--- config.mk ---
export PLATFORM = sky130hd
export DESIGN_NAME = undervoltage_reset_and_interrupt
export DESIGN_NICKNAME = d
export VERILOG_FILES = /design/src/rtl/uvd_pkg.sv /design/src/rtl/undervoltage_reset_and_interrupt.sv
export VERILOG_INCLUDE_DIRS = /design/src /design/src/rtl
export SDC_FILE = /design/constraint.sdc
export NUM_CORES = 1
export LEC_CHECK = 0
export ABC_CLOCK_PERIOD_IN_PS = 4500
export BUFFER_PORTS_ARGS = -buffer_cell sky130_fd_sc_hd__buf_2
export CAP_MARGIN = 20
export CORE_MARGIN = 8
export CORE_UTILIZATION = 35
export DETAILED_ROUTE_END_ITERATION = 8
export PLACE_DENSITY = 0.56
export SKIP_LAST_GASP = 1
export SYNTH_ARGS = -nofsm -noshare
export SYNTH_HDL_FRONTEND = slang
export SYNTH_SLANG_ARGS = --single-unit
--- constraint.sdc ---
create_clock -name MCLK -period 4.5 [get_ports MCLK]
set_input_delay 0.9 -clock MCLK [delete_from_list [all_inputs] [get_ports MCLK]]
set_output_delay 0.9 -clock MCLK [all_outputs]
set_load 0.03 [all_outputs]
--- src/rtl/uvd_cfg.svh ---
// constants for the undervoltage reset and interrupt block
`ifndef UVD_CFG_SVH
`define UVD_CFG_SVH

// register indices; byte address is four times the index
`define UVD_CTRL_INDEX 16'hf730
`define UVD_STATUS_INDEX 16'hf731
`define UVD_ADDR_W 18

// control register fields
`define UVD_CTRL_POWER_BIT 7
`define UVD_CTRL_LEVEL_BIT 3
`define UVD_CTRL_RST_EN_BIT 2
`define UVD_CTRL_FALL_EN_BIT 1
`define UVD_CTRL_RISE_EN_BIT 0
`define UVD_CTRL_RSVD_ONES 8'h70

// status register fields
`define UVD_STAT_FALL_BIT 1
`define UVD_STAT_RISE_BIT 0
`define UVD_STAT_RSVD_ONES 8'hfc

// reset values
`define UVD_CTRL_RESET 8'h00
`define UVD_STAT_RESET 8'h00

// timing
`define UVD_CLK_PERIOD_NS 10
`define UVD_FILTER_NS 100
`define UVD_FILTER_CYCLES ((`UVD_FILTER_NS + `UVD_CLK_PERIOD_NS - 1) / `UVD_CLK_PERIOD_NS)
`define UVD_PRESCALE_CYCLES 131072
`define UVD_SETTLE_US 50
`define UVD_SETTLE_CYCLES ((`UVD_SETTLE_US * 1000) / `UVD_CLK_PERIOD_NS)

`endif

--- src/rtl/uvd_pkg.sv ---
// types for the undervoltage reset and interrupt block
package uvd_pkg;

  typedef enum logic [1:0] {
    PRESCALE_HOLD = 2'b00,
    PRESCALE_COUNT = 2'b01,
    PRESCALE_RUN = 2'b10
  } prescale_state_e;

endpackage

--- src/rtl/undervoltage_reset_and_interrupt.sv ---
// undervoltage reset and interrupt logic with its apb register slave
//
// Register access over APB and the placing of the registers are this design's own decisions.
`include "uvd_cfg.svh"
`timescale 1ns/1ps
`default_nettype none

module undervoltage_reset_and_interrupt #(
  parameter int PRESCALE_CYCLES = `UVD_PRESCALE_CYCLES,
  parameter int FILTER_CYCLES = `UVD_FILTER_CYCLES
) (
  input wire logic MCLK,
  input wire logic ARST_N,
  input wire logic PSEL,
  input wire logic PENABLE,
  input wire logic PWRITE,
  input wire logic [`UVD_ADDR_W-1:0] PADDR,
  input wire logic [31:0] PWDATA,
  output logic [31:0] PRDATA,
  output logic PREADY,
  output logic PSLVERR,
  input wire logic EXTERNAL_RESET_PIN_N,
  input wire logic WATCHDOG_RESET,
  input wire logic BELOW_FALL_LEVEL,
  input wire logic ABOVE_RISE_LEVEL,
  input wire logic BELOW_RESET_LEVEL,
  output logic DETECTOR_POWER_ON,
  output logic RESET_LEVEL_SELECT,
  output logic UNDERVOLT_RESET_N,
  output logic UNDERVOLT_INT_N,
  output logic EXTERNAL_IRQ_ZERO,
  output logic INTERNAL_RESET_N
);

  localparam int PW = $clog2(PRESCALE_CYCLES);
  localparam int FW = $clog2(FILTER_CYCLES + 1);
  localparam logic [PW-1:0] PRESCALE_LAST = PW'(PRESCALE_CYCLES - 1);
  localparam logic [FW-1:0] FILTER_LAST = FW'(FILTER_CYCLES - 1);
  localparam logic [15:0] CTRL_INDEX = `UVD_CTRL_INDEX;
  localparam logic [15:0] STATUS_INDEX = `UVD_STATUS_INDEX;

  // ****************************************************************
  // input synchronisers
  // ****************************************************************
  logic [3:0] sync_a;
  logic [3:0] sync_b;
  logic pin_sync;
  logic below_fall;
  logic above_rise;
  logic below_reset;
  always_ff @(posedge MCLK or negedge ARST_N) begin
    if (!ARST_N) begin
      sync_a <= 4'h0;
      sync_b <= 4'h0;
    end else begin
      sync_a <= {EXTERNAL_RESET_PIN_N, BELOW_FALL_LEVEL, ABOVE_RISE_LEVEL, BELOW_RESET_LEVEL};
      sync_b <= sync_a;
    end
  end

  assign pin_sync = sync_b[3];
  assign below_fall = sync_b[2];
  assign above_rise = sync_b[1];
  assign below_reset = sync_b[0];
  // ****************************************************************
  // reset pin noise filter
  // ****************************************************************
  // level accepted only after it stays put for the whole filter time
  logic pin_level;
  logic [FW-1:0] filter_cnt;
  always_ff @(posedge MCLK or negedge ARST_N) begin
    if (!ARST_N) begin
      pin_level <= 1'b0;
      filter_cnt <= '0;
    end else if (pin_sync == pin_level) begin
      filter_cnt <= '0;
    end else if (filter_cnt == FILTER_LAST) begin
      pin_level <= pin_sync;
      filter_cnt <= '0;
    end else begin
      filter_cnt <= filter_cnt + FW'(1);
    end
  end

  // ****************************************************************
  // control register
  // ****************************************************************
  logic power_on;
  logic level_select;
  logic reset_enable;
  logic fall_enable;
  logic rise_enable;
  logic lv_trigger;
  logic full_clear;
  logic apb_done;
  logic wr_ctrl;
  logic wr_status;
  logic rd_status;
  logic [7:0] wbyte;
  // pin or watchdog reset clears the control bits, flags and detector state as a power-on reset does
  assign full_clear = !pin_level || WATCHDOG_RESET;
  assign apb_done = PSEL && PENABLE && PREADY;
  assign wbyte = PWDATA[7:0];
  assign wr_ctrl = apb_done && PWRITE && PADDR[`UVD_ADDR_W-1:2] == CTRL_INDEX;
  assign wr_status = apb_done && PWRITE && PADDR[`UVD_ADDR_W-1:2] == STATUS_INDEX;
  assign rd_status = apb_done && !PWRITE && PADDR[`UVD_ADDR_W-1:2] == STATUS_INDEX;

  // bits that only power-on, pin or watchdog reset may initialise
  always_ff @(posedge MCLK or negedge ARST_N) begin
    if (!ARST_N) begin
      power_on <= 1'((`UVD_CTRL_RESET >> `UVD_CTRL_POWER_BIT) & 8'h01);
      level_select <= 1'b0;
      reset_enable <= 1'b0;
    end else if (full_clear) begin
      power_on <= 1'b0;
      level_select <= 1'b0;
      reset_enable <= 1'b0;
    end else if (wr_ctrl) begin
      power_on <= wbyte[`UVD_CTRL_POWER_BIT];
      level_select <= wbyte[`UVD_CTRL_LEVEL_BIT];
      reset_enable <= wbyte[`UVD_CTRL_RST_EN_BIT];
    end
  end

  // interrupt enables also drop on a low-voltage reset
  always_ff @(posedge MCLK or negedge ARST_N) begin
    if (!ARST_N) begin
      fall_enable <= 1'b0;
      rise_enable <= 1'b0;
    end else if (full_clear || lv_trigger) begin
      fall_enable <= 1'b0;
      rise_enable <= 1'b0;
    end else if (wr_ctrl) begin
      fall_enable <= wbyte[`UVD_CTRL_FALL_EN_BIT];
      rise_enable <= wbyte[`UVD_CTRL_RISE_EN_BIT];
    end
  end

  // ****************************************************************
  // voltage event detection
  // ****************************************************************
  // comparators are meaningless while the detector is in standby
  logic irq_function;
  logic fall_seen;
  logic rise_seen;
  logic fall_event;
  logic rise_event;
  logic rise_armed;
  assign irq_function = power_on && (fall_enable || rise_enable);
  assign fall_event = power_on && below_fall && !fall_seen;
  assign rise_event = power_on && fall_seen && above_rise && !below_reset;

  // int line tracks the fall/rise pair as a level
  always_ff @(posedge MCLK or negedge ARST_N) begin
    if (!ARST_N) begin
      fall_seen <= 1'b0;
    end else if (full_clear || lv_trigger || !power_on) begin
      fall_seen <= 1'b0;
    end else if (fall_event) begin
      fall_seen <= 1'b1;
    end else if (rise_event) begin
      fall_seen <= 1'b0;
    end
  end

  always_ff @(posedge MCLK or negedge ARST_N) begin
    if (!ARST_N) begin
      rise_armed <= 1'b0;
    end else if (full_clear || lv_trigger || below_reset) begin
      rise_armed <= 1'b0;
    end else if (fall_event) begin
      rise_armed <= rise_enable;
    end else if (rise_event) begin
      rise_armed <= 1'b0;
    end
  end

  assign rise_seen = rise_event && rise_armed && rise_enable;
  // ****************************************************************
  // status flags
  // ****************************************************************
  logic fall_flag;
  logic rise_flag;
  logic fall_read_one;
  logic rise_read_one;
  logic clr_fall;
  logic clr_rise;
  assign clr_fall = wr_status && !wbyte[`UVD_STAT_FALL_BIT] && fall_read_one;
  assign clr_rise = wr_status && !wbyte[`UVD_STAT_RISE_BIT] && rise_read_one;

  // a new event in the clearing cycle wins over the clear
  always_ff @(posedge MCLK or negedge ARST_N) begin
    if (!ARST_N) begin
      fall_flag <= 1'b0;
    end else if (full_clear || lv_trigger) begin
      fall_flag <= 1'b0;
    end else if (fall_event) begin
      fall_flag <= 1'b1;
    end else if (clr_fall) begin
      fall_flag <= 1'b0;
    end
  end

  always_ff @(posedge MCLK or negedge ARST_N) begin
    if (!ARST_N) begin
      rise_flag <= 1'b0;
    end else if (full_clear || lv_trigger) begin
      rise_flag <= 1'b0;
    end else if (rise_seen) begin
      rise_flag <= 1'b1;
    end else if (clr_rise) begin
      rise_flag <= 1'b0;
    end
  end

  // remembers that software saw the flag as one
  always_ff @(posedge MCLK or negedge ARST_N) begin
    if (!ARST_N) begin
      fall_read_one <= 1'b0;
      rise_read_one <= 1'b0;
    end else if (full_clear || lv_trigger) begin
      fall_read_one <= 1'b0;
      rise_read_one <= 1'b0;
    end else begin
      if (rd_status && PRDATA[`UVD_STAT_FALL_BIT]) begin
        fall_read_one <= 1'b1;
      end else if (clr_fall || !fall_flag) begin
        fall_read_one <= 1'b0;
      end
      if (rd_status && PRDATA[`UVD_STAT_RISE_BIT]) begin
        rise_read_one <= 1'b1;
      end else if (clr_rise || !rise_flag) begin
        rise_read_one <= 1'b0;
      end
    end
  end

  // ****************************************************************
  // low-voltage reset and prescaler
  // ****************************************************************
  logic lv_active;
  uvd_pkg::prescale_state_e state;
  logic [PW-1:0] prescale_cnt;
  // interrupt use at the low level also forces the reset path
  assign lv_trigger = power_on && below_reset && (reset_enable || irq_function) && !lv_active;

  always_ff @(posedge MCLK or negedge ARST_N) begin
    if (!ARST_N) begin
      lv_active <= 1'b0;
    end else if (full_clear) begin
      lv_active <= 1'b0;
    end else if (lv_trigger) begin
      lv_active <= 1'b1;
    end else if (!below_reset) begin
      lv_active <= 1'b0;
    end
  end

  always_ff @(posedge MCLK or negedge ARST_N) begin
    if (!ARST_N) begin
      state <= uvd_pkg::PRESCALE_HOLD;
      prescale_cnt <= '0;
    end else if (!pin_level || lv_active || lv_trigger) begin
      state <= uvd_pkg::PRESCALE_HOLD;
      prescale_cnt <= '0;
    end else begin
      case (state)
        uvd_pkg::PRESCALE_HOLD: begin
          state <= uvd_pkg::PRESCALE_COUNT;
          prescale_cnt <= '0;
        end
        uvd_pkg::PRESCALE_COUNT: begin
          if (prescale_cnt == PRESCALE_LAST) begin
            state <= uvd_pkg::PRESCALE_RUN;
          end else begin
            prescale_cnt <= prescale_cnt + PW'(1);
          end
        end
        default: begin
          state <= uvd_pkg::PRESCALE_RUN;
        end
      endcase
    end
  end

  // ****************************************************************
  // outputs toward the chip
  // ****************************************************************
  always_ff @(posedge MCLK or negedge ARST_N) begin
    if (!ARST_N) begin
      INTERNAL_RESET_N <= 1'b0;
      UNDERVOLT_RESET_N <= 1'b1;
    end else begin
      INTERNAL_RESET_N <= state == uvd_pkg::PRESCALE_RUN && pin_level && !lv_active && !lv_trigger;
      UNDERVOLT_RESET_N <= !(lv_active || lv_trigger);
    end
  end

  always_ff @(posedge MCLK or negedge ARST_N) begin
    if (!ARST_N) begin
      UNDERVOLT_INT_N <= 1'b1;
      EXTERNAL_IRQ_ZERO <= 1'b0;
    end else begin
      UNDERVOLT_INT_N <= !(fall_event || (fall_seen && !rise_event));
      EXTERNAL_IRQ_ZERO <= (fall_event && fall_enable) || rise_seen;
    end
  end

  always_ff @(posedge MCLK or negedge ARST_N) begin
    if (!ARST_N) begin
      DETECTOR_POWER_ON <= 1'b0;
      RESET_LEVEL_SELECT <= 1'b0;
    end else begin
      DETECTOR_POWER_ON <= power_on;
      RESET_LEVEL_SELECT <= level_select;
    end
  end

  // ****************************************************************
  // apb slave
  // ****************************************************************
  // one wait state so read data and pready both come from flops
  logic [7:0] ctrl_view;
  logic [7:0] status_view;
  assign ctrl_view = `UVD_CTRL_RSVD_ONES | {power_on, 3'h0, level_select, reset_enable, fall_enable, rise_enable};
  assign status_view = `UVD_STAT_RSVD_ONES | {6'h00, fall_flag, rise_flag};

  always_ff @(posedge MCLK or negedge ARST_N) begin
    if (!ARST_N) begin
      PREADY <= 1'b0;
      PRDATA <= 32'h00000000;
      PSLVERR <= 1'b0;
    end else if (PSEL && PENABLE && !PREADY) begin
      PREADY <= 1'b1;
      if (PADDR[`UVD_ADDR_W-1:2] == CTRL_INDEX) begin
        PRDATA <= {24'h000000, ctrl_view};
        PSLVERR <= 1'b0;
      end else if (PADDR[`UVD_ADDR_W-1:2] == STATUS_INDEX) begin
        PRDATA <= {24'h000000, status_view};
        PSLVERR <= 1'b0;
      end else begin
        PRDATA <= 32'h00000000;
        PSLVERR <= 1'b1;
      end
    end else begin
      PREADY <= 1'b0;
      PRDATA <= 32'h00000000;
      PSLVERR <= 1'b0;
    end
  end

endmodule

`default_nettype wire

== Word level (Yosys, flattened, before mapping) ==
Index checks and enable logic that the tools add are counted.

* Logic and storage cells: 155
* Bits of input ports: 60
* Bits in registers: 84
* Output and inout bits: 40

* Equal/unequal tests: 10
* Reductions and logical operators: 70
* $add $sub $neg: 2
* Bitwise logic cells: 1
* Mux-type cells: 45

{| class="wikitable"
|+ Operator list
! kind !! number
|-
| $mux 32 || 2
|-
| $mux 1 || 34
|-
| $mux 17 || 2
|-
| $pmux 17 s2 || 1
|-
| $eq 16x16->1 const B || 2
|-
| $logic_and 1x1->1 || 30
|-
| $reduce_bool 3->1 || 7
|-
| $add 17x1->17 const B || 1
|-
| $eq 17x17->1 const B || 1
|-
| $logic_not 1->1 || 15
|-
| $logic_or 1x1->1 || 13
|-
| $mux 4 || 2
|-
| $mux 8 || 1
|-
| $ne 3x3->1 const B || 2
|-
| $add 4x1->4 const B || 1
|-
| $eq 4x4->1 const B || 1
|-
| $mux 2 || 2
|-
| $pmux 2 s2 || 1
|-
| $reduce_and 2->1 || 2
|-
| $reduce_bool 2->1 || 2
|-
| $ne 3x1->1 const B || 1
|-
| $eq 2x1->1 const B || 1
|-
| $eq 2x2->1 const B || 1
|-
| $logic_not 2->1 || 1
|-
| other kinds (2) || 2
|}

== Depth between registers and ports, before layout ==
* Word-level depth: 10
* Depth in mapped cells: 10
* Gate-level depth less buffers: 10

== Worst setup path before layout ==
No wires, ideal clock.

* Kind: input port to flip-flop
* Start: input port PADDR[8]
* End: register fall_flag
* Data arrival time: 2.258 ns
* Stages on the path: 5
* Buffers on the path: 1
* Setup slack: 2.123 ns
* Library setup time: 0.119 ns
* Required time: 4.381 ns
* Path through: or3_4 > or4_4 > buf_6 > o31a_1 > o21a_1

* Cells in the longest elaborated chain, start to end: 5

{| class="wikitable"
|+ Ends and longest elaborated chain
! item !! line !! text
|-
| start, declared || undervoltage_reset_and_interrupt.sv:17 || <nowiki>input wire logic [`UVD_ADDR_W-1:0] PADDR,</nowiki>
|-
| $eq 16x16->1 || undervoltage_reset_and_interrupt.sv:105 || <nowiki>assign wr_status = apb_done && PWRITE && PADDR[`UVD_ADDR_W-1:2] == STATUS_INDEX;</nowiki>
|-
| $logic_and 1x1->1 || undervoltage_reset_and_interrupt.sv:105 ||
|-
| $logic_and 1x1->1 (2 in a row) || undervoltage_reset_and_interrupt.sv:188 || <nowiki>assign clr_fall = wr_status && !wbyte[`UVD_STAT_FALL_BIT] && fall_read_one;</nowiki>
|-
| $reduce_bool 3->1 (no source line) || - ||
|-
| end signal, assigned || undervoltage_reset_and_interrupt.sv:194 || <nowiki>fall_flag <= 1'b0;</nowiki>
|-
| end signal, assigned || undervoltage_reset_and_interrupt.sv:196 || <nowiki>fall_flag <= 1'b0;</nowiki>
|-
| end signal, assigned || undervoltage_reset_and_interrupt.sv:198 || <nowiki>fall_flag <= 1'b1;</nowiki>
|-
| end, declared || undervoltage_reset_and_interrupt.sv:182 || <nowiki>logic fall_flag;</nowiki>
|}

No other way between the ends.
A chain may end at the register's enable or synchronous reset.

== Worst setup path in the final report ==
* Start: register prescale_cnt[0]
* End: register prescale_cnt[2]

* Cells in the longest elaborated chain, start to end: 4
* Elaborated cells between the ends (all ways): 7
* Classes of those cells: 1 x add/sub; 2 x eq/ne; 3 x mux; 1 x reduce/logical

{| class="wikitable"
|+ Ends and longest elaborated chain
! item !! line !! text
|-
| start, declared || undervoltage_reset_and_interrupt.sv:243 || <nowiki>logic [PW-1:0] prescale_cnt;</nowiki>
|-
| start signal, assigned || undervoltage_reset_and_interrupt.sv:276 || <nowiki>prescale_cnt <= prescale_cnt + PW'(1);</nowiki>
|-
| $add 17x1->17 || undervoltage_reset_and_interrupt.sv:276 ||
|-
| $mux 17 || undervoltage_reset_and_interrupt.sv:273 || <nowiki>if (prescale_cnt == PRESCALE_LAST) begin</nowiki>
|-
| $pmux 17 s2 || undervoltage_reset_and_interrupt.sv:267 || <nowiki>case (state)</nowiki>
|-
| $mux 17 || undervoltage_reset_and_interrupt.sv:263 || <nowiki>end else if (!pin_level || lv_active || lv_trigger) begin</nowiki>
|}

Several ways; a longest one is shown, not always the timed one. The select of a mux whose other input is x is not followed.

==> out/metrics.csv <==
stage,metric,value,unit
status,status,"complete, no violations",
yosys,fraction of the yosys area taken by sequential cells,0.525,
yosys,synthesized cell area,2770,um^2
placement,count of buffers inserted at the top-level ports,46,
grt,wire length of the first global-routing pass,9730,um
sta,final slew viol count,0,
finish,area of combinational cells with multiple inputs,1150,um^2
job,number of maximum-capacitance violations,0,
pwr,LEAKAGE,1.47,nW
yosys,cell type contributing the most total cell area after synthesis,dfrtp_1,
yosys,Post-synth EDFFs,0,
clocking,CTS Buf Count,9,
placement,detailed placement HPWL,4190,um
critical_path,critical-path cell with the highest stage delay,nor4_1,
placement,placement-stage worst setup slack,1.55,ns
clocking,Bufs on Longest Clock Path,2,
sta,setup total negative slack,0,ns
sta,FMAX,0.333,GHz
die,overall die area,11000,um^2
yosys,yosys warns,0,
route,Post-route DRC,0,
clocking,clock tree from TritonCTS,done,
yosys,synthesized area divided by synthesized cell count,10.0,um^2
placement,global placer's final weighted congestion,0.805,
finish,register area,1450,um^2
sta,worst relative slew slack,0.306,
critical_path,element type at the critical path end,flop,
clocking,CTS resizes,0,
clocking,TritonCTS Sinks,58,
sta,Setup Skew,0.0105,ns
critical_path,longest individual stage delay on the worst path,0.51,ns
sta,PnR worst setup slack,1.50,ns
critical_path,cell chain of the critical path,ha_1 -> nand4_1 -> nor4_1 -> and3_1 -> ha_1 -> a21o_1 -> nand3_1 -> inv_1 -> o21ai_0 -> o21ai_0,
grt,pin count of the biggest net entering global routing,44,
die,effective utilization at floorplan,0.361,
grt,initial antenna violation count,0,
yosys,cell types with the largest area share after synthesis,"dfrtp_1, buf_4, a31oi_1, nand2_1, a21oi_1",
route,drt wl/cell,13.7,um
finish,count of nets after finishing,388,
clocking,Worst-Skew Late Latency,0.34,ns
route,final routed wirelength across all metal layers,5930,um
pwr,VDD IR max,0.144,mV
yosys,main flop type after synthesis,dfrtp_1,
die,Floorplan Core Area,7690,um^2
sta,setup violators final,0,
sta,slew of the pin with the lowest slew margin,1.04,ns
grt,total global routing track utilization,0.109,
route,vias after detailed routing,2092,
clocking,post-CTS repair timing setup buffer count,0,
grt,via count of the first global-routing pass,2043,
yosys,synthesized netlist cell count,276,
finish,area growth from synthesis to layout,15.3,%
worst_hold_path,Hold Path Class,flop to flop,
finish,fraction of final layout cells sized beyond drive strength 1,0.222,
clocking,clock transition at the registers of the reported paths,0.06,ns
die,# rows,32,
yosys,flip-flop and latch count after synthesis,58,
yosys,Async SR Flop Fraction,1.00,
critical_path,startpoint kind of the worst setup timing path,flop,
sta,final clock period utilization by the worst path,0.666,
route,residual antenna-violating net count after detailed routing,0,
critical_path,data arrival time of the critical path,3.26,ns
yosys,leading cell type by number of instances after synthesis,dfrtp_1,
die,number of top-level design ports,100,
clocking,buffer type at the clock tree root,clkbuf_8,
die,die boundary height,105,um
route,total iterations of the first detailed-routing run,4,
clocking,hold-fix buffers at CTS,0,
yosys,cell types with the highest counts after synthesis,"dfrtp_1, buf_4, nand2_1, nor2_1",
route,via/cell ratio,4.85,
critical_path,maximum fanout along the worst path,14,
yosys,number of different library cells in the post-synthesis netlist,47,
grt,overall overflow remaining after global route,0,
sta,number of hold violations in the final report,0,
finish,diode count,0,
sta,minimum clock period,3.00,ns
finish,filler instances,783,
critical_path,critical path data required time,4.76,ns
sta,unrepaired setup endpoints after global routing,no,
die,overall die width,105,um
yosys,top-area cell type share of the netlist area,0.506,
pwr,power density cells,345,nW/um^2
route,count of routing violations after the opening detailed-route iteration,83,
clocking,H-Tree Level Count,3,
critical_path,Setup Crit Path Kind,flop to flop,
==> state kept, by name (all words and copies together) (netlist names), 2 cells and up <==
| register | count |
|---|---|
| PRDATA | 6 |
| sync_a | 4 |
| sync_b | 4 |
| filter_cnt | 4 |
| state | 2 |
| prescale_cnt | 17 |
==> worst paths after layout <==
kind	start	to	slack, ns	depth (start not counted)
hold / removal	sync_a[2]$_DFF_PN0_	sync_b[2]$_DFF_PN0_	0.35	0
setup / recovery	prescale_cnt[0]$_DFFE_PN0P_	prescale_cnt[2]$_DFFE_PN0P_	1.50	10
hold reg to reg	sync_a[2]$_DFF_PN0_	sync_b[2]$_DFF_PN0_	0.35	0
min in group asynchronous	ARST_N	prescale_cnt[16]$_DFFE_PN0P_	0.47	1
max in group asynchronous	ARST_N	UNDERVOLT_INT_N$_DFF_PN1_	3.16	2
setup reg to reg	prescale_cnt[0]$_DFFE_PN0P_	prescale_cnt[2]$_DFFE_PN0P_	1.50	10
==> per-stage QoR <==
stage | power, mW | hold slack (ns) | utilization | instance area [um^2] | cells
floorplan | 0.614 | 0.331 | - | 2860 | 299
global placement | 0.627 | 0.333 | 0.390 | 3000 | 415
detailed placement | 0.629 | 0.336 | 0.390 | 3000 | 415
CTS | 1.12 | 0.350 | 0.416 | 3190 | 431
global route | 1.15 | 0.355 | 0.416 | 3190 | 431
finish | 1.10 | 0.349 | 0.416 | 3190 | 431
==> placed cells by master, fill, tap and decap left out, types with 3 or more instances in the layout <==
cell	n
nand2b_1	5
nor3_1	7
buf_2	46
a31oi_1	18
inv_1	4
conb_1	24
dfrtp_1	56
nand2_1	25
nand4_1	6
nand3b_1	4
clkbuf_8	11
or3_1	3
a21oi_1	18
ha_1	4
a41oi_1	3
nand3_1	14
o21ai_0	11
nor2_1	23
==> power breakdown <==
part           total, mW  internal [mW]  switching [mW]
Sequential         0.541          0.533         0.00862
Clock              0.482          0.284           0.198
Combinational     0.0774         0.0212          0.0562
Total               1.10          0.838           0.263
==> per-layer routing <==
layer,GRT usage,routed length [um]
met5,0,0
met4,0.0499,85
met3,0.0534,451
met2,0.164,2660
met1,0.128,2730
==> logic make-up (layout without fill, tap and decap cells) <==
family                   Yosys count  in the layout  share of synthesized area
AND/OR/NAND/NOR                  104            104                      0.197
AO/OA/AOI/OAI                     64             64                      0.144
flip-flops                        58             58                      0.525
buffers and inverters             38             68                     0.0903
adder cells (fa/ha/maj)            4              4                     0.0181
multiplexers                       4              4                     0.0153
XOR/XNOR                           3              3                    0.00948
other                              1             24                    0.00135
==> area by class of cell <==
type / instances / area share
tap: 102 / 0.0400
timing repair buffer: 48 / 0.0768
multi-input combinational: 203 / 0.361
clock buffer: 13 / 0.0497
clock inverter: 3 / 0.0125
inverter: 4 / 0.00470
sequential: 58 / 0.455
==> worst max-delay path: cells and delay by family, from the launching register on <==
family	cells	cell delay [ns]
buffers and inverters	1	0.33
AND/OR/NAND/NOR	4	1.40
adder cells (fa/ha/maj)	2	0.46
flip-flops	1	0.40
AO/OA/AOI/OAI	3	0.34
Note: power is estimated with default switching activity, not from simulation.
